`src/inc/nfc_pkg.sv`:
```
/*
 * Shared constants for the flash host controller: command bytes, pin
 * timing counts and the busy limits. Assumes a 50 MHz system clock.
 */
package nfc_pkg;

	localparam int CLK_NS = 20;

	// pin timing, least times round up to whole cycles
	localparam int T_SETUP_NS  = 12;
	localparam int SETUP_CYC   = (T_SETUP_NS + CLK_NS - 1) / CLK_NS;
	localparam int T_WP_NS     = 12;
	localparam int WP_CYC      = (T_WP_NS + CLK_NS - 1) / CLK_NS;
	localparam int T_WH_NS     = 10;
	localparam int HOLD_CYC    = (T_WH_NS + CLK_NS - 1) / CLK_NS;
	localparam int T_WHR_NS    = 60;
	localparam int WHR_CYC     = (T_WHR_NS + CLK_NS - 1) / CLK_NS;
	localparam int T_REA_NS    = 20;
	localparam int RD_LOW_CYC  = (T_REA_NS + CLK_NS - 1) / CLK_NS + 1;
	// read strobe stays high this long, so the device is in normal mode
	localparam int T_READ_STROBE_HIGH_TIME_NS = 40;
	localparam int RD_TAIL_CYC = (T_READ_STROBE_HIGH_TIME_NS + CLK_NS - 1)
		/ CLK_NS;
	localparam int T_WB_NS     = 100;
	localparam int WB_CYC      = (T_WB_NS + CLK_NS - 1) / CLK_NS;

	// busy limits, longest times round down
	localparam int T_ARRAY_LOAD_US          = 25;
	localparam int T_CACHE_WRITE_BUSY_SHORT_US = 10;
	localparam int T_CACHE_WRITE_BUSY_LONG_US  = 700;
	localparam int T_CACHE_READ_BUSY_US     = 25;
	localparam int T_COPY_READ_BUSY_US      = 30;
	localparam int T_PROG_US                = 700;
	localparam int T_ERASE_US               = 5000;
	localparam int T_RST_RDY_US             = 5;
	localparam int T_RST_RD_US              = 5;
	localparam int T_RST_PROG_US            = 10;
	localparam int T_RST_ERASE_US           = 500;
	localparam int ARRAY_LOAD_CYC  = T_ARRAY_LOAD_US * 1000 / CLK_NS;
	localparam int CW_SHORT_CYC    = T_CACHE_WRITE_BUSY_SHORT_US * 1000 / CLK_NS;
	localparam int CACHE_RD_CYC    = T_CACHE_READ_BUSY_US * 1000 / CLK_NS;
	localparam int COPY_RD_CYC     = T_COPY_READ_BUSY_US * 1000 / CLK_NS;
	localparam int RST_RDY_CYC     = T_RST_RDY_US * 1000 / CLK_NS;
	localparam int RST_RD_CYC      = T_RST_RD_US * 1000 / CLK_NS;
	localparam int RST_PROG_CYC    = T_RST_PROG_US * 1000 / CLK_NS;

	localparam int TMR_W = 18;
	localparam logic [2:0] PP_MAX = 3'h4;
	localparam int STATUS_READY_BIT = 6;
	localparam int ROW_FIRST = 2;
	localparam int ROW_BYTES = 3;

	localparam logic [7:0] CMD_READ_GO       = 8'h30;
	localparam logic [7:0] CMD_CACHE_RD      = 8'h31;
	localparam logic [7:0] CMD_CACHE_RD_LAST = 8'h3F;
	localparam logic [7:0] CMD_COPY_RD       = 8'h3A;
	localparam logic [7:0] CMD_PROG          = 8'h10;
	localparam logic [7:0] CMD_MP_CONF       = 8'h11;
	localparam logic [7:0] CMD_CACHE_PROG    = 8'h15;
	localparam logic [7:0] CMD_ERASE_GO      = 8'hD0;
	localparam logic [7:0] CMD_STATUS        = 8'h70;
	localparam logic [7:0] CMD_STATUS_MP     = 8'h71;
	localparam logic [7:0] CMD_RESET         = 8'hFF;
	localparam logic [7:0] CMD_LOAD          = 8'h80;
	localparam logic [7:0] CMD_MP_LOAD       = 8'h81;
	localparam logic [7:0] CMD_COL_IN        = 8'h85;
	localparam logic [7:0] CMD_COPY_LOAD     = 8'h8C;

	typedef enum logic [1:0] {
		K_CMD   = 2'h0,
		K_ADDR  = 2'h1,
		K_WDATA = 2'h2,
		K_RDATA = 2'h3
	} nfc_kind_e;

	typedef enum logic [1:0] {
		CLS_NONE  = 2'h0,
		CLS_READ  = 2'h1,
		CLS_PROG  = 2'h2,
		CLS_ERASE = 2'h3
	} nfc_cls_e;

endpackage

```
`src/rtl/nfc_cycle.sv`:
```
/*
 * One bus cycle on the flash pins: a strobed write of a command, address
 * or data byte, or a strobed read of one byte. Assumes start_i is only
 * raised while no cycle runs and the data pins are resolved outside.
 */
`timescale 1ns/1ps
`default_nettype none
module nfc_cycle
	import nfc_pkg::*;
(
	input  wire logic       clk_i,
	input  wire logic       reset_n_i,
	input  wire logic       start_i,
	input  wire logic       rd_i,
	input  wire logic       cmd_i,
	input  wire logic       adr_i,
	input  wire logic [7:0] byte_i,
	output logic            done_o,
	output logic [7:0]      rdata_o,
	output logic            cmd_latch_o,
	output logic            addr_latch_o,
	output logic            write_strobe_n_o,
	output logic            read_strobe_n_o,
	output logic [7:0]      dq_o,
	output logic            dq_oe_o,
	input  wire logic [7:0] dq_i
);

	typedef enum logic [2:0] {
		C_IDLE  = 3'h0,
		C_SETUP = 3'h1,
		C_WLOW  = 3'h2,
		C_HOLD  = 3'h3,
		C_GAP   = 3'h4,
		C_RLOW  = 3'h5,
		C_TAIL  = 3'h6
	} nfc_cyc_e;

	nfc_cyc_e   state;
	nfc_cyc_e   next_state;
	logic [2:0] cnt;
	logic [2:0] next_cnt;
	logic [7:0] dq_m;
	logic [7:0] dq_s;

	wire last  = cnt == 3'h0;
	wire begin_w = state == C_IDLE && start_i;
	wire drive = next_state == C_SETUP || next_state == C_WLOW
		|| next_state == C_HOLD;

	always_comb begin
		next_state = state;
		next_cnt = cnt - 3'h1;
		case (state)
			C_IDLE: begin
				next_cnt = cnt;
				if (start_i && rd_i) begin
					next_state = C_GAP;
					next_cnt = 3'(WHR_CYC - 1);
				end else if (start_i) begin
					next_state = C_SETUP;
					next_cnt = 3'(SETUP_CYC - 1);
				end
			end
			C_SETUP: if (last) begin
				next_state = C_WLOW;
				next_cnt = 3'(WP_CYC - 1);
			end
			C_WLOW: if (last) begin
				next_state = C_HOLD;
				next_cnt = 3'(HOLD_CYC - 1);
			end
			C_GAP: if (last) begin
				next_state = C_RLOW;
				next_cnt = 3'(RD_LOW_CYC - 1);
			end
			C_RLOW: if (last) begin
				next_state = C_TAIL;
				next_cnt = 3'(RD_TAIL_CYC - 1);
			end
			C_HOLD, C_TAIL: if (last) begin
				next_state = C_IDLE;
			end
			default: next_state = C_IDLE;
		endcase
	end

	always_ff @(posedge clk_i or negedge reset_n_i) begin
		if (!reset_n_i) begin
			state <= C_IDLE;
			cnt <= 3'h0;
			write_strobe_n_o <= 1'b1;
			read_strobe_n_o <= 1'b1;
			dq_oe_o <= 1'b0;
		end else begin
			state <= next_state;
			cnt <= next_cnt;
			write_strobe_n_o <= next_state != C_WLOW;
			read_strobe_n_o <= next_state != C_RLOW;
			dq_oe_o <= drive;
		end
	end

	// latch selects stay up through the hold phase after the strobe rises
	always_ff @(posedge clk_i or negedge reset_n_i) begin
		if (!reset_n_i) begin
			cmd_latch_o <= 1'b0;
			addr_latch_o <= 1'b0;
			dq_o <= 8'h00;
		end else if (begin_w) begin
			cmd_latch_o <= cmd_i && !rd_i;
			addr_latch_o <= adr_i && !rd_i;
			dq_o <= byte_i;
		end else if (next_state == C_IDLE) begin
			cmd_latch_o <= 1'b0;
			addr_latch_o <= 1'b0;
		end
	end

	// read data comes through two flops; the byte kept is the one sampled on
	// the edge that raises the strobe, before the device releases the pins
	always_ff @(posedge clk_i or negedge reset_n_i) begin
		if (!reset_n_i) begin
			dq_m <= 8'h00;
			dq_s <= 8'h00;
			rdata_o <= 8'h00;
			done_o <= 1'b0;
		end else begin
			dq_m <= dq_i;
			dq_s <= dq_m;
			done_o <= (state == C_HOLD || state == C_TAIL) && last;
			if (state == C_TAIL && last)
				rdata_o <= dq_s;
		end
	end

endmodule
`default_nettype wire

```
`src/rtl/nfc_host.sv`:
```
/*
 * Flash host controller: takes byte requests from user logic, plays them
 * on the flash pins, waits out and times each busy period, guards partial
 * programs and closes an open cache program before any command other than a program, load, status or reset.
 * Assumes a pull-up on the ready/busy wire and one flash device.
 */
`timescale 1ns/1ps
`default_nettype none
module nfc_host
	import nfc_pkg::*;
#(
	parameter int PROG_MAX_CYC  = T_PROG_US * 1000 / CLK_NS,
	parameter int ERASE_MAX_CYC = T_ERASE_US * 1000 / CLK_NS,
	parameter int RST_ERASE_CYC = T_RST_ERASE_US * 1000 / CLK_NS
)(
	input  wire logic       clk_i,
	input  wire logic       reset_n_i,
	input  wire logic       req_valid_i,
	output logic            req_ready_o,
	input  wire logic [1:0] req_kind_i,
	input  wire logic [7:0] req_byte_i,
	output logic            rsp_valid_o,
	output logic [7:0]      rsp_byte_o,
	output logic            ctl_busy_o,
	output logic            fail_o,
	output logic            pp_err_o,
	output logic            chip_sel_n_o,
	output logic            write_prot_n_o,
	output logic            cmd_latch_o,
	output logic            addr_latch_o,
	output logic            write_strobe_n_o,
	output logic            read_strobe_n_o,
	output logic [7:0]      dq_o,
	output logic            dq_oe_o,
	input  wire logic [7:0] dq_i,
	input  wire logic       ready_busy_out_i
);

	typedef enum logic [2:0] {
		S_IDLE = 3'h0,
		S_CYC  = 3'h1,
		S_WB   = 3'h2,
		S_BUSY = 3'h3,
		S_FCMD = 3'h4,
		S_FRD  = 3'h5,
		S_FRST = 3'h6
	} nfc_st_e;

	nfc_st_e          state;
	nfc_st_e          next_state;
	nfc_kind_e        cur_kind;
	nfc_cls_e         cls;
	nfc_cls_e         op_cls;
	logic [7:0]       cur_byte;
	logic             cyc_busy;
	logic             cyc_done;
	logic [7:0]       cyc_rdata;
	logic [2:0]       wbc;
	logic [TMR_W-1:0] tmr;
	logic [TMR_W-1:0] lim;
	logic [TMR_W-1:0] ld_val;
	logic             busy_start;
	logic             need_fin;
	logic [2:0]       addr_idx;
	logic [7:0]       row [ROW_BYTES];
	logic [7:0]       last_row [ROW_BYTES];
	logic [2:0]       pp_cnt;
	logic             rb_m;
	logic             rb_s;

	wire is_cmd = req_kind_i == K_CMD;
	wire fin_ok = req_byte_i == CMD_LOAD || req_byte_i == CMD_MP_LOAD
		|| req_byte_i == CMD_COL_IN || req_byte_i == CMD_COPY_LOAD
		|| req_byte_i == CMD_PROG || req_byte_i == CMD_MP_CONF
		|| req_byte_i == CMD_CACHE_PROG || req_byte_i == CMD_STATUS
		|| req_byte_i == CMD_STATUS_MP || req_byte_i == CMD_RESET;
	wire fin_trig = need_fin && is_cmd && !fin_ok;
	// only a reset may cut into a busy period
	wire abort_ok = state == S_BUSY && is_cmd && req_byte_i == CMD_RESET;
	assign req_ready_o = (state == S_IDLE && !fin_trig) || abort_ok;
	wire take = req_valid_i && req_ready_o;
	wire pconf = is_cmd && (req_byte_i == CMD_PROG
		|| req_byte_i == CMD_MP_CONF || req_byte_i == CMD_CACHE_PROG);
	wire same_row = row == last_row;
	wire pp_full = same_row && pp_cnt == PP_MAX;
	wire drop = take && pconf && pp_full;
	wire op_done = state == S_CYC && cyc_done;
	wire cur_cmd = cur_kind == K_CMD;
	wire stat_rdy = cyc_done && cyc_rdata[STATUS_READY_BIT];
	wire ld_fin = state == S_IDLE && req_valid_i && fin_trig;
	wire ld_op = op_done && busy_start;
	wire ld_rst = state == S_FRST && cyc_done;
	wire tmo_busy = state == S_BUSY && !rb_s && tmr == '0 && !take;
	wire tmo_fin = state == S_FRD && tmr == '0 && !stat_rdy;
	wire cyc_start = !cyc_busy && (state == S_CYC || state == S_FCMD
		|| state == S_FRD || state == S_FRST);
	wire cyc_rd = state == S_FRD || (state == S_CYC && cur_kind == K_RDATA);
	wire cyc_cmd = state != S_CYC || cur_cmd;
	wire cyc_adr = state == S_CYC && cur_kind == K_ADDR;
	wire [7:0] cyc_byte = state == S_FCMD ? CMD_STATUS
		: state == S_FRST ? CMD_RESET : cur_byte;
	assign ctl_busy_o = state != S_IDLE;

	// busy limit and class of the command just strobed
	always_comb begin
		busy_start = cur_cmd;
		op_cls = CLS_NONE;
		lim = TMR_W'(RST_RDY_CYC);
		case (cur_byte)
			CMD_READ_GO: begin
				lim = TMR_W'(ARRAY_LOAD_CYC);
				op_cls = CLS_READ;
			end
			CMD_CACHE_RD, CMD_CACHE_RD_LAST: begin
				lim = TMR_W'(CACHE_RD_CYC);
				op_cls = CLS_READ;
			end
			CMD_COPY_RD: begin
				lim = TMR_W'(COPY_RD_CYC);
				op_cls = CLS_READ;
			end
			CMD_MP_CONF: begin
				lim = TMR_W'(CW_SHORT_CYC);
				op_cls = CLS_PROG;
			end
			CMD_CACHE_PROG: begin
				lim = TMR_W'(PROG_MAX_CYC);
				op_cls = CLS_PROG;
			end
			CMD_PROG: begin
				// a cache tail may need its own and the previous page's time
				lim = need_fin ? TMR_W'(2 * PROG_MAX_CYC)
					: TMR_W'(PROG_MAX_CYC);
				op_cls = CLS_PROG;
			end
			CMD_ERASE_GO: begin
				lim = TMR_W'(ERASE_MAX_CYC);
				op_cls = CLS_ERASE;
			end
			CMD_RESET: begin
				case (cls)
					CLS_ERASE: lim = TMR_W'(RST_ERASE_CYC);
					CLS_PROG:  lim = TMR_W'(RST_PROG_CYC);
					CLS_READ:  lim = TMR_W'(RST_RD_CYC);
					default:   lim = need_fin ? TMR_W'(RST_PROG_CYC)
						: TMR_W'(RST_RDY_CYC);
				endcase
			end
			default: busy_start = 1'b0;
		endcase
	end

	assign ld_val = ld_fin ? TMR_W'(PROG_MAX_CYC)
		: ld_rst ? TMR_W'(RST_RDY_CYC) : lim;

	always_comb begin
		next_state = state;
		case (state)
			S_IDLE: if (ld_fin) next_state = S_FCMD;
				else if (take && !drop) next_state = S_CYC;
			S_CYC:  if (cyc_done) next_state = busy_start ? S_WB : S_IDLE;
			S_WB:   if (wbc == 3'h0) next_state = S_BUSY;
			S_BUSY: if (take) next_state = S_CYC;
				else if (rb_s || tmr == '0) next_state = S_IDLE;
			S_FCMD: if (cyc_done) next_state = S_FRD;
			S_FRD:  if (stat_rdy) next_state = S_FRST;
				else if (tmr == '0) next_state = S_IDLE;
			S_FRST: if (cyc_done) next_state = S_WB;
			default: next_state = S_IDLE;
		endcase
	end

	// reset enters the S_WB wait ahead of the ready wait, so the first strobe follows the write
	// protect release by at least the same 100 ns
	always_ff @(posedge clk_i or negedge reset_n_i) begin
		if (!reset_n_i) begin
			state <= S_WB;
			wbc <= 3'(WB_CYC - 1);
			tmr <= TMR_W'(RST_RDY_CYC);
		end else begin
			state <= next_state;
			if (ld_op || ld_rst) wbc <= 3'(WB_CYC - 1);
			else if (state == S_WB) wbc <= wbc - 3'h1;
			if (ld_fin || ld_op || ld_rst) tmr <= ld_val;
			else if ((state == S_BUSY || state == S_FRD) && tmr != '0)
				tmr <= tmr - TMR_W'(1);
		end
	end

	always_ff @(posedge clk_i or negedge reset_n_i) begin
		if (!reset_n_i) begin
			cur_kind <= K_CMD;
			cur_byte <= 8'h00;
			cyc_busy <= 1'b0;
		end else begin
			if (take) cur_kind <= nfc_kind_e'(req_kind_i);
			if (take) cur_byte <= req_byte_i;
			cyc_busy <= cyc_start || (cyc_busy && !cyc_done);
		end
	end

	always_ff @(posedge clk_i or negedge reset_n_i) begin
		if (!reset_n_i) begin
			need_fin <= 1'b0;
			cls <= CLS_NONE;
		end else begin
			if (op_done && cur_cmd && cur_byte == CMD_CACHE_PROG)
				need_fin <= 1'b1;
			else if ((op_done && cur_cmd && cur_byte == CMD_PROG)
				|| ld_rst || tmo_fin
				|| (op_done && cur_cmd && cur_byte == CMD_RESET))
				need_fin <= 1'b0;
			if (ld_op) cls <= op_cls;
			else if (ld_rst || (state == S_BUSY && rb_s && !need_fin))
				cls <= CLS_NONE;
		end
	end

	// page address of the current command, compared at each confirm
	for (genvar g = 0; g < ROW_BYTES; g++) begin : g_row
		always_ff @(posedge clk_i or negedge reset_n_i) begin
			if (!reset_n_i) begin
				row[g] <= 8'h00;
				last_row[g] <= 8'h00;
			end else begin
				if (take && req_kind_i == K_ADDR
					&& addr_idx == 3'(g + ROW_FIRST))
					row[g] <= req_byte_i;
				if (take && pconf && !same_row)
					last_row[g] <= row[g];
			end
		end
	end

	always_ff @(posedge clk_i or negedge reset_n_i) begin
		if (!reset_n_i) begin
			addr_idx <= 3'h0;
			pp_cnt <= 3'h0;
		end else begin
			if (take && is_cmd) addr_idx <= 3'h0;
			else if (take && req_kind_i == K_ADDR && addr_idx != 3'h7)
				addr_idx <= addr_idx + 3'h1;
			if (take && is_cmd && req_byte_i == CMD_ERASE_GO)
				pp_cnt <= 3'h0;
			else if (take && pconf && !pp_full)
				pp_cnt <= same_row ? pp_cnt + 3'h1 : 3'h1;
		end
	end

	always_ff @(posedge clk_i or negedge reset_n_i) begin
		if (!reset_n_i) begin
			rb_m <= 1'b0;
			rb_s <= 1'b0;
			fail_o <= 1'b0;
			pp_err_o <= 1'b0;
			rsp_valid_o <= 1'b0;
			rsp_byte_o <= 8'h00;
			chip_sel_n_o <= 1'b1;
			write_prot_n_o <= 1'b0;
		end else begin
			rb_m <= ready_busy_out_i;
			rb_s <= rb_m;
			fail_o <= tmo_busy || tmo_fin;
			pp_err_o <= drop;
			rsp_valid_o <= op_done && cur_kind == K_RDATA;
			if (op_done && cur_kind == K_RDATA) rsp_byte_o <= cyc_rdata;
			chip_sel_n_o <= 1'b0;
			write_prot_n_o <= 1'b1;
		end
	end

	nfc_cycle u_cycle (
		.clk_i            (clk_i),
		.reset_n_i        (reset_n_i),
		.start_i          (cyc_start),
		.rd_i             (cyc_rd),
		.cmd_i            (cyc_cmd),
		.adr_i            (cyc_adr),
		.byte_i           (cyc_byte),
		.done_o           (cyc_done),
		.rdata_o          (cyc_rdata),
		.cmd_latch_o      (cmd_latch_o),
		.addr_latch_o     (addr_latch_o),
		.write_strobe_n_o (write_strobe_n_o),
		.read_strobe_n_o  (read_strobe_n_o),
		.dq_o             (dq_o),
		.dq_oe_o          (dq_oe_o),
		.dq_i             (dq_i)
	);
endmodule
`default_nettype wire

```
`config.mk`:
```
export PLATFORM = sky130hd
export DESIGN_NAME = nfc_host
export DESIGN_NICKNAME = d
export VERILOG_FILES = /design/src/inc/nfc_pkg.sv /design/src/rtl/nfc_cycle.sv /design/src/rtl/nfc_host.sv
export SDC_FILE = /design/constraint.sdc
export NUM_CORES = 1
export LEC_CHECK = 0
export ABC_AREA = 1
export CORE_ASPECT_RATIO = 1.2
export CORE_UTILIZATION = 38
export CTS_CLUSTER_DIAMETER = 120
export DETAILED_ROUTE_END_ITERATION = 12
export DONT_BUFFER_PORTS = 1
export PLACE_DENSITY = 0.55
export SLEW_MARGIN = 20
export SYNTH_ARGS = -nofsm -noshare
export SYNTH_HDL_FRONTEND = slang
export SYNTH_SLANG_ARGS = --single-unit
```
`constraint.sdc`:
```
create_clock -name clk_i -period 5.03 [get_ports clk_i]
set_input_delay 0.503 -clock clk_i [delete_from_list [all_inputs] [get_ports clk_i]]
set_output_delay 0.503 -clock clk_i [all_outputs]
set_load 0.01 [all_outputs]
```
* Word level (Yosys, flattened, before mapping)
Cells that the tools add are included.
Widths: inputs -> output; s select.
** Operators by class
- Equal/unequal tests :: 58
- Reduce and logical (&&, ||, !) cells :: 117
- Muxes and demuxes :: 51
- Add/subtract/negate cells :: 5
** Operators by type and width (count)
- $pmux 18 s7 :: 1
- $mux 3 :: 28
- $mux 18 :: 4
- $eq 8x8->1 const B :: 8
- $logic_and 1x1->1 :: 49
- $eq 8x5->1 const B :: 6
- $pmux 15 s3 :: 1
- $eq 8x6->1 const B :: 4
- $logic_or 1x1->1 :: 31
- $eq 24x24->1 :: 1
- $eq 3x2->1 const B :: 8
- $eq 3x3->1 const B :: 8
- $pmux 3 s7 :: 1
- $logic_not 18->1 :: 1
- $pmux 3 s6 :: 1
- $reduce_bool 18->1 :: 1
- $sub 18x1->18 const B :: 1
- $mux 17 :: 1
- $eq 8x7->1 const B :: 2
- $mux 8 :: 2
- $logic_not 3->1 :: 5
- $ne 3x3->1 const B :: 5
- $reduce_bool 2->1 :: 7
- $logic_not 1->1 :: 12
- 21 further kinds :: 43
** Word-level totals
- Input port bits :: 22
- Flip-flop bits (word level) :: 151
- Word-level logic and storage cells :: 267
- Output and inout port bits :: 28

* Longest topological paths before layout
Gate-level depths: netlist of run 1.
- Depth in word-level cells :: 23
- Depth in mapped cells :: 16
- Depth with buffers taken out :: 15

* Hierarchy
Synthesis of run 1 repeated with hierarchy kept, for this count alone.
** Second synthesis, totals
- Cell total of the unflattened synthesis :: 958
- Area, all modules :: 7674.9 sq um
** By module, submodules not included
- nfc_host :: instances 1, area an instance 5995.8 sq um, cells an instance 811, seq. area each 2688.8 sq um
- nfc_cycle :: instances 1, area an instance 1679.1 sq um, cells an instance 147, seq. area each 1103.6 sq um

* Worst setup path before layout of run 1
Ideal clock, no wire load.
- Kind :: register to register
- From :: register tmr[0]
- To :: register tmr[9]
- Data arrival time :: 1.774 ns
- Clock period less this slack :: 1.895 ns
- Stages on the path, launching flop included :: 14
- Data required time :: 4.909 ns
- Buffers on the path :: 0
- Slack :: 3.135 ns
- Library setup time :: 0.121 ns
- Cells stage by stage :: dfrtp_1 -> inv_1 -> ha_1 -> inv_1 -> or2_2 -> nor2_1 -> inv_1 -> nor2_1 -> nand4_1 -> nand2_1 -> inv_1 -> nand3_1 -> xor2_1 -> nor2_1
** Between the ends
- Cells in the longest elaborated chain, start to end :: 3
- Elaborated cells on any way between the ends :: 6
- Classes of those cells :: add/sub (1); mux (2); reduce/logical (3)
** RTL lines
- start, declared :: line nfc_host.sv:59 : logic [TMR_W-1:0] tmr;
- start signal, assigned :: line nfc_host.sv:179 : tmr <= TMR_W'(RST_RDY_CYC);
- start signal, assigned :: line nfc_host.sv:184 : if (ld_fin || ld_op || ld_rst) tmr <= ld_val;
- start signal, assigned :: line nfc_host.sv:186 : tmr <= tmr - TMR_W'(1);
- $sub 18x1->18 / $reduce_bool 18->1 (equally long branches) :: line nfc_host.sv:186, nfc_host.sv:185
- $mux 18 / $logic_and 1x1->1 (equally long branches) :: line nfc_host.sv:185 : else if ((state == S_BUSY || state == S_FRD) && tmr != '0)
- $mux 18 / $reduce_bool 2->1 (equally long branches)
Parallel ways exist; a longest one is shown, timed or not. The select of a mux whose other input is x is not followed.
A chain may end at the register's enable or synchronous reset.

* Final worst setup path of run 1
- From :: register row[18] (netlist name)
- To :: register last_row[17] (netlist name)
** Between the ends
- Cells in the longest elaborated chain, start to end :: 3
** RTL lines
- start, declared :: line nfc_host.sv:65 : logic [7:0] row [ROW_BYTES];
- start signal, assigned by index :: line nfc_host.sv:228 : row[g] <= req_byte_i;
- $eq 24x24->1 :: line nfc_host.sv:84 : wire same_row = row == last_row;
- $logic_not 1->1 :: line nfc_host.sv:229 : if (take && pconf && !same_row)
- $logic_and 1x1->1 :: line nfc_host.sv:229
- end signal, assigned by index :: line nfc_host.sv:230 : last_row[g] <= row[g];
- end, declared :: line nfc_host.sv:66 : logic [7:0] last_row [ROW_BYTES];
Every way passes these cells.

==> impl_metrics.json, run 1 <==
{
  "status": "completed",
  "final_common_cell": "nand2_1",
  "critical_path_required_ns": 5.31,
  "drt_iter0_drc": 371,
  "avgSynthCellArea_um2": 8.056,
  "wl_per_cell_um": 14.36,
  "fin_area_um2": 8436,
  "whs_ns": 0.07113,
  "yosys-top-cells-area": "dfrtp_1 (46%), nand2_1 (15%), inv_1 (5.0%)",
  "grt_max_degree": 152,
  "rows": 56,
  "dp_hpwl_mm": 12.62,
  "die_h_um": 157.2,
  "n_fill_cell": 2015,
  "cts_buffers": 17,
  "layout.nets": 983,
  "yosysTopAreaCellShare_pct": 45.92,
  "synth_fp_nets": 981,
  "power.density_nw_per_um2": 492.1,
  "io_pins": 50,
  "slew_headroom_pct": 43.36,
  "syn_inst": 947,
  "drv_cap": 0,
  "leakage_nw": 4.302,
  "overflow": 0,
  "clock_path_buffers": 2,
  "cts_tree": "yes",
  "grt_setup_unrepaired": "false",
  "die_w_um": 131.3,
  "yosys.area.top_type": "dfrtp_1",
  "regArea_um2": 3792,
  "grt_pass1_wl_mm": 29.36,
  "area_growth_pct": 10.58,
  "routabilityCongestion": 0.8200,
  "multi_input_comb_area_um2": 3281,
  "ir_worst_vdd_uv": 269.0,
  "ys_types": 44,
  "clock-root-buffer": "clkbuf_16",
  "timing.final.crit_share_pct": 51.46,
  "clock_latency_ns": 0.42,
  "worstPathArrival_ns": 2.87,
  "worstSetupEndpointType": "register",
  "cpMostUsedCell": "nand2_1",
  "crit_chain": "xnor2_1, nand2_1, nor2_1, nand2_1, nor2_1, nand2_1, nand2_2, o21ai_0",
  "crit_type": "register to register",
  "final_util_pct": 43.00,
  "drive_above_1_share_pct": 9.356,
  "fp.dieArea_um2": 20650,
  "cpPeakStageDelay_ns": 0.68,
  "final_cells": 1223,
  "skew_ns": 0.009277,
  "path_delay_family": "simple AND/OR/NAND/NOR gates",
  "core_area_um2": 19620,
  "viasPerCell": 4.812,
  "crit_path_start": "row[18]",
  "place_inst": 1190,
  "crit_buf_inv": 0,
  "synth_edf_count": 0,
  "ys_warn_count": 0,
  "antenna_found_initial": 0,
  "ant_nets": 0,
  "grt_usage_pct": 18.29,
  "ys_ff_latch": 151,
  "max_freq_mhz": 386.3,
  "critical_path.startpoint_type": "register",
  "diodes": 0,
  "post_cts_buffers": 0,
  "ys_seq_area_share_pct": 49.71,
  "cts.reportedPaths.clkPinSlew_ns": 0.06,
  "setup_viol": 0,
  "drcViolationCount": 0,
  "wl_mm": 17.57,
  "min_period_ns": 2.588,
  "crit_fanout": 28,
  "vias": 5885,
  "htreeDepth": 4,
  "ys.flop_type": "dfrtp_1",
  "placed_cell_area_um2": 7834,
  "port_buffers": 0,
  "drv_slew": 0,
  "cts_resized": 0,
  "finalSetupTns_ns": 0,
  "r2r_start": "row[18]",
  "grt_pass1_vias": 5710,
  "worstMarginPinSlew_ns": 0.8476,
  "initial_core_util_pct": 38.88,
  "async_reset_ff_share_pct": 100.0,
  "hold_viol_final": 0,
  "dr.pass1.iters": 4,
  "cts.sinks": 151,
  "synth_area_um2": 7629,
  "final_cell_mix": "nand2_1 (310), dfrtp_1 (140), inv_1 (101), nor2_1 (89), o21ai_0 (59)",
  "slowest_stage": "nand2_2",
  "worstHoldPathType": "primary input to async pin"
}
## per-stage QoR
stage / power (mW) / setup slack, ns
finish: 4.151 / 2.442
global route: 4.463 / 2.154
CTS: 4.213 / 2.375
detailed placement: 2.922 / 2.363
global placement: 2.911 / 2.405
floorplan: 2.633 / 3.135
## per-layer routing
layer  track usage [%]  wire length [um]  up-vias
li1                  -                 -     2988
met4             7.530               400        0
met2             31.03              8491      117
met5                 0                 0        -
met3             3.414               763       22
met1             23.01              7912     2758
## kinds of logic after synthesis
| logic type | after synthesis | share of synthesized area [%] |
|---|---|---|
| muxes | 8 | 1.181 |
| adders and majority gates | 12 | 1.968 |
| AOI/OAI and AO/OA | 105 | 7.348 |
| DFF | 151 | 49.71 |
| and+or+nand+nor | 508 | 28.96 |
| buffers and inverters | 131 | 7.282 |
| xor gates and xnor gates | 30 | 3.444 |
| other | 2 | 0.09845 |
## layout make-up
type                    count  area share [%]
multi-input cells         665           38.89
inverters                 112           5.058
clock buffers              21           5.458
flip-flops and latches    151           44.96
well taps                 261           3.871
clock inverters            11           1.350
repair buffers              2          0.4153
## sequential cells by signal (all words and copies together), names as in the netlist, 8 cells and up
name             count
row                 24
rsp_byte_o           8
last_row            24
tmr                 18
cur_byte             8
u_cycle.rdata_o      8
u_cycle.dq_m         8
u_cycle.dq_o         8
u_cycle.dq_s         8
## cell usage after synthesis (8+ instances only)
| master | count |
|---|---|
| o21ai_0 | 59 |
| nor3_1 | 9 |
| nand3_1 | 57 |
| nand4_1 | 12 |
| dfstp_2 | 11 |
| a21oi_1 | 15 |
| dfrtp_1 | 140 |
| nor2_1 | 89 |
| xnor2_1 | 24 |
| o21ai_1 | 16 |
| nand2_1 | 310 |
| inv_1 | 101 |
| ha_1 | 12 |
| inv_2 | 9 |
| mux2_2 | 8 |
## power breakdown
group | switching (mW) | internal (mW)
Combinational | 0.748 | 0.389
Sequential | 0.276 | 1.50
Clock | 0.526 | 0.716
Total | 1.55 | 2.60
## final timing paths
kind / endpoint / cells after the start / slack, ns
min in group clk_i: u_cycle.dq_m[2] / 0 / 0.10
worst min-delay path: row[12] / 1 / 0.07
worst max register to register: last_row[17] / 8 / 2.44
worst max-delay path: last_row[17] / 8 / 2.44
worst min register to register: rb_s / 0 / 0.35
max in group asynchronous: pp_err_o / 1 / 4.39
## repair_timing
action,4_1_cts,5_1_grt
hold buffers,1,0
setup endpoints to repair,0,0
endpoints found under the hold margin,151,0
(Power assumes the default switching activity.)
==> run 2: changes to the inputs <==
==> constraint.sdc (replaced) <==
create_clock -name clk_i -period 2.6 [get_ports clk_i]
set_input_delay 0.26 -clock clk_i [delete_from_list [all_inputs] [get_ports clk_i]]
set_output_delay 0.26 -clock clk_i [all_outputs]
set_load 0.01 [all_outputs]
==> run 2 against run 1 <==
Net effect: the run now ends with hold timing left; clock power up 96%; combinational power up 93%; first-iteration DRC count down 20%; critical path type unchanged; critical endpoint is now last_row[4]; highest routed layer unchanged.
==> impl_metrics.json, run 2 (same netlist as run 1, synthesis figures left out) <==
{
  "cts_buffers": 17,
  "critical_path_required_ns": 2.89,
  "status": "finished, violations left",
  "die_h_um": 157.2,
  "drive_above_1_share_pct": 9.918,
  "power_mw": 8.051,
  "worstHoldPathType": "primary input to async pin",
  "wl_mm": 17.58,
  "worstMarginPinSlew_ns": 0.5419,
  "ir_worst_vdd_uv": 500.0,
  "n_fill_cell": 2012,
  "seqPwrFrac_pct": 42.5,
  "vias": 5878,
  "htreeDepth": 4,
  "cts.reportedPaths.clkPinSlew_ns": 0.07,
  "area_growth_pct": 12.37,
  "timing.final.crit_share_pct": 88.35,
  "diodes": 0,
  "max_freq_mhz": 435.3,
  "initial_core_util_pct": 38.88,
  "power.density_nw_per_um2": 939.2,
  "leakage_nw": 4.381,
  "crit_type": "register to register",
  "dr.pass1.iters": 5,
  "dp_hpwl_mm": 12.42,
  "ant_nets": 0,
  "fp.dieArea_um2": 20650,
  "layout.nets": 999,
  "slew_headroom_pct": 63.74,
  "rows": 56,
  "clock_latency_ns": 0.43,
  "violations": "hold timing",
  "p_clk_share_pct": 30.2,
  "post_cts_buffers": 0,
  "setup_viol": 0,
  "critical_path.startpoint_type": "register",
  "power.switching_mw": 3.037,
  "grt_pass1_wl_mm": 29.68,
  "drcViolationCount": 0,
  "skew_ns": 0.01153,
  "overflow": 0,
  "grt_setup_unrepaired": "false",
  "grt_usage_pct": 18.45,
  "final_cell_mix": "nand2_1 (310), dfrtp_1 (140), inv_1 (101), nor2_1 (89), o21ai_0 (59)",
  "core_area_um2": 19620,
  "crit_fanout": 28,
  "clock_path_buffers": 2,
  "clock-root-buffer": "clkbuf_16",
  "worstSetupEndpointType": "register",
  "grt_max_degree": 152,
  "min_period_ns": 2.297,
  "internal-power_mw": 5.014,
  "cts_resized": 0,
  "port_buffers": 0,
  "antenna_found_initial": 0,
  "hold_viol_final": 151,
  "worstPathArrival_ns": 2.59,
  "regArea_um2": 3792,
  "die_w_um": 131.3,
  "drv_slew": 0,
  "drv_cap": 0,
  "cts.sinks": 151,
  "io_pins": 50,
  "whs_ns": -0.4789,
  "drt_iter0_drc": 296,
  "finalSetupTns_ns": 0,
  "cts_tree": "yes",
  "multi_input_comb_area_um2": 3281,
  "sw_frac_of_total_pct": 37.72,
  "wl_per_cell_um": 14.18,
  "viasPerCell": 4.744,
  "combPwrFrac_pct": 27.4,
  "grt_pass1_vias": 5815,
  "cts_hold_buf": 11,
  "top_regs": "last_row (24), row (24), tmr (18)",
  "final_common_cell": "nand2_1",
  "routabilityCongestion": 0.8338
}
## run 2: worst max-delay path, stage by stage, from the launching register on
cell	delay [ns]
dfstp_2	0.54
nand2_1	0.10
nor2_1	0.24
nand4_1	0.14
nand2_2	0.17
nand2_4	0.17
nor2_2	0.18
nand2_2	0.35
nand2_1	0.16
o21ai_0	0.10
## run 2: through the flow
stage	std cells	hold WS, ns	instance area, um^2	setup slack [ns]	utilization, %
4_1_cts	1239	-0.4958	8572	0.2304	43.69
6_report	1239	-0.4789	8572	0.3029	43.69
3_3_place_gp	1196	-0.02794	7879	0.2346	40.16
5_1_grt	1239	-0.5054	8572	0.03804	43.69
3_5_place_dp	1196	-0.02859	7879	0.2383	40.16
2_1_floorplan	947	-0.03559	7629	0.7053	-
## run 2: area by class of cell
| cell class | instances | share of cell area (%) |
|---|---|---|
| clock buffers | 19 | 5.284 |
| clock inverters | 13 | 1.518 |
| inverters | 112 | 4.977 |
| multi-input cells | 665 | 38.27 |
| flip-flops and latches | 151 | 44.24 |
| well taps | 261 | 3.810 |
| repair buffers | 18 | 1.898 |
## run 2: power groups by stage
stage	logic, mW	registers (mW)	clock network, mW
after floorplan	1.80	3.30	0
after global placement	2.20	3.46	0
after detailed placement	2.21	3.47	0
after CTS	2.24	3.43	2.50
after global routing	2.56	3.51	2.60
final	2.20	3.42	2.43
## run 2: worst paths after layout
path | to | slack (ns) | from | cells after the start
worst min register to register | rb_s | 0.35 | rb_m | 0
worst max register to register | last_row[4] | 0.30 | state[1] | 9
worst max-delay path | last_row[4] | 0.30 | state[1] | 9
worst min-delay path | last_row[8] | -0.48 | reset_n_i | 0
max in group asynchronous | tmr[5] | 2.76 | reset_n_i | 0
min in group clk_i | row[8] | 0.12 | req_byte_i[0] | 2
## run 2: routing by layer
layer / up-vias / part of all wire (%) / GRT usage, %
met4: 0 / 1.5 / 5.925
met5: - / 0 / 0
met3: 22 / 4.4 / 4.702
met1: 2745 / 45 / 22.47
met2: 87 / 49 / 31.99
li1: 3024 / - / -
==> run 3: changes to the inputs <==
--- a/config.mk
+++ b/config.mk
@@ -7,11 +7,12 @@
 export LEC_CHECK = 0
 export ABC_AREA = 1
 export CORE_ASPECT_RATIO = 1.2
-export CORE_UTILIZATION = 38
+export CORE_UTILIZATION = 30
 export CTS_CLUSTER_DIAMETER = 120
 export DETAILED_ROUTE_END_ITERATION = 12
 export DONT_BUFFER_PORTS = 1
-export PLACE_DENSITY = 0.55
+export PLACE_DENSITY = 0.47
+export REMOVE_ABC_BUFFERS = 1
 export SLEW_MARGIN = 20
 export SYNTH_ARGS = -nofsm -noshare
 export SYNTH_HDL_FRONTEND = slang
==> run 3 against run 2 <==
Net effect: the run still ends with hold timing left; total power is 0.41% higher; worst hold slack better by 0.013 ns; first-iteration DRC count increased by 25%; register-to-register slack is essentially flat; design area increased by 1.1%; highest routed layer unchanged.
==> impl_metrics.json, run 3 (same netlist as run 1, synthesis figures left out) <==
{
  "top_regs": "last_row (24), row (24), tmr (18)",
  "clock_path_buffers": 2,
  "vias": 5957,
  "dp_hpwl_mm": 13.17,
  "drt_iter0_drc": 369,
  "sw_frac_of_total_pct": 37.90,
  "rows": 63,
  "htreeDepth": 4,
  "clock-root-buffer": "clkbuf_16",
  "drcViolationCount": 0,
  "overflow": 0,
  "internal-power_mw": 5.020,
  "finalSetupTns_ns": 0,
  "cts.sinks": 151,
  "ir_worst_vdd_uv": 511.3,
  "final_common_cell": "nand2_1",
  "seqPwrFrac_pct": 42.3,
  "routabilityCongestion": 0.8717,
  "rrSetupSlack_ns": 0.31,
  "leakage_nw": 4.391,
  "grt_pass1_wl_mm": 31.10,
  "fin_ws_ns": 0.3078,
  "crit_type": "register to register",
  "slew_headroom_pct": 64.75,
  "cts_tree": "yes",
  "power.density_nw_per_um2": 933.1,
  "drv_slew": 0,
  "hold_viol_final": 151,
  "grt_setup_unrepaired": "false",
  "violations": "hold timing",
  "cts_buffers": 17,
  "clock_latency_ns": 0.43,
  "cts.reportedPaths.clkPinSlew_ns": 0.07,
  "dr.pass1.iters": 5,
  "skew_ns": 0.01212,
  "io_pins": 50,
  "final_cell_mix": "nand2_1 (310), dfrtp_1 (140), inv_1 (101), nor2_1 (89), o21ai_0 (59)",
  "worstHoldPathType": "primary input to async pin",
  "die_w_um": 147.6,
  "grt_max_degree": 152,
  "critical_path_required_ns": 2.93,
  "wl_mm": 18.85,
  "status": "finished, violations left",
  "viasPerCell": 4.561,
  "drive_above_1_share_pct": 10.19,
  "whs_ns": -0.4663,
  "initial_core_util_pct": 30.72,
  "fp.dieArea_um2": 26070,
  "crit_fanout": 28,
  "max_freq_mhz": 436.3,
  "power.switching_mw": 3.064,
  "grt_pass1_vias": 5819,
  "combPwrFrac_pct": 27.7,
  "ant_nets": 0,
  "grt_usage_pct": 15.35,
  "post_cts_buffers": 0,
  "critical_path.startpoint_type": "register",
  "wl_per_cell_um": 14.43,
  "drv_cap": 0,
  "die_h_um": 176.7,
  "worstPathArrival_ns": 2.62,
  "worstSetupEndpointType": "register",
  "antenna_found_initial": 0,
  "timing.final.crit_share_pct": 88.16,
  "layout.nets": 1002,
  "dp_worst_setup_slack_ns": 0.2987,
  "final_util_pct": 34.90,
  "p_clk_share_pct": 30.0,
  "cts_hold_buf": 11,
  "setup_viol": 0,
  "min_period_ns": 2.292,
  "cts_resized": 0,
  "core_area_um2": 24830,
  "port_buffers": 0,
  "diodes": 0,
  "area_growth_pct": 13.58,
  "worstMarginPinSlew_ns": 0.5269
}
==> run 3: cell count changes in the layout (fill, tap and decap cells not counted), sizes merged <==
| cell | change |
|---|---|
| clkinv | +1 |
| buf | +3 |
| clkbuf | +1 |
| inv | -2 |
==> run 3: power by group through the flow <==
stage,combinational (mW),clock [mW],sequential [mW]
after floorplan,1.72,0,3.31
after global placement,2.24,0,3.46
after detailed placement,2.25,0,3.47
after CTS,2.28,2.51,3.43
after global routing,2.61,2.60,3.50
final,2.24,2.43,3.42
==> run 3: worst max-delay path, cell delays in order, from the launching register on <==
cell and delay [ns]:
dfstp_2 0.54, nand2_1 0.08, nor2_1 0.24, nand4_1 0.16, nand2_2 0.17, nand2_4 0.17
nor2_2 0.20, nand2_2 0.34, o21ai_0 0.29
==> run 3: per-layer routing <==
metal / part of all wire, % / track usage (%) / wire [um] / vias to the layer above
met1: 46 / 19.38 / 8687 / 2815
li1: - / - / - / 3042
met3: 4.6 / 3.505 / 866 / 13
met2: 48 / 25.88 / 9075 / 87
met5: 0 / 0 / 0 / -
met4: 1.2 / 4.940 / 220 / 0
==> run 3: worst paths after layout <==
path,start,end,cells past startpoint
setup / recovery,state[1],last_row[7],8
hold / removal,reset_n_i,write_prot_n_o,0
setup reg to reg,state[1],last_row[7],8
hold reg to reg,u_cycle.dq_m[2],u_cycle.dq_s[2],0
max in group asynchronous,reset_n_i,tmr[4],0
min in group clk_i,req_byte_i[5],row[13],2
==> run 3: final cells by class <==
| type | instances | area, um^2 |
|---|---|---|
| clock buffer | 20 | 466.7 |
| sequential | 151 | 3792 |
| fill | 2649 | 16170 |
| inverter | 112 | 426.7 |
| tap | 325 | 406.6 |
| clock inverter | 12 | 106.4 |
| timing repair buffer | 21 | 185.2 |
| multi-input combinational | 665 | 3281 |
==> run 3: metrics by stage <==
stage	power, mW	instances	cell area, um^2
floorplan	5.028	928	7500
global placement	5.700	1263	7981
detailed placement	5.721	1263	7981
CTS	8.212	1306	8665
global route	8.713	1306	8665
finish	8.085	1306	8665
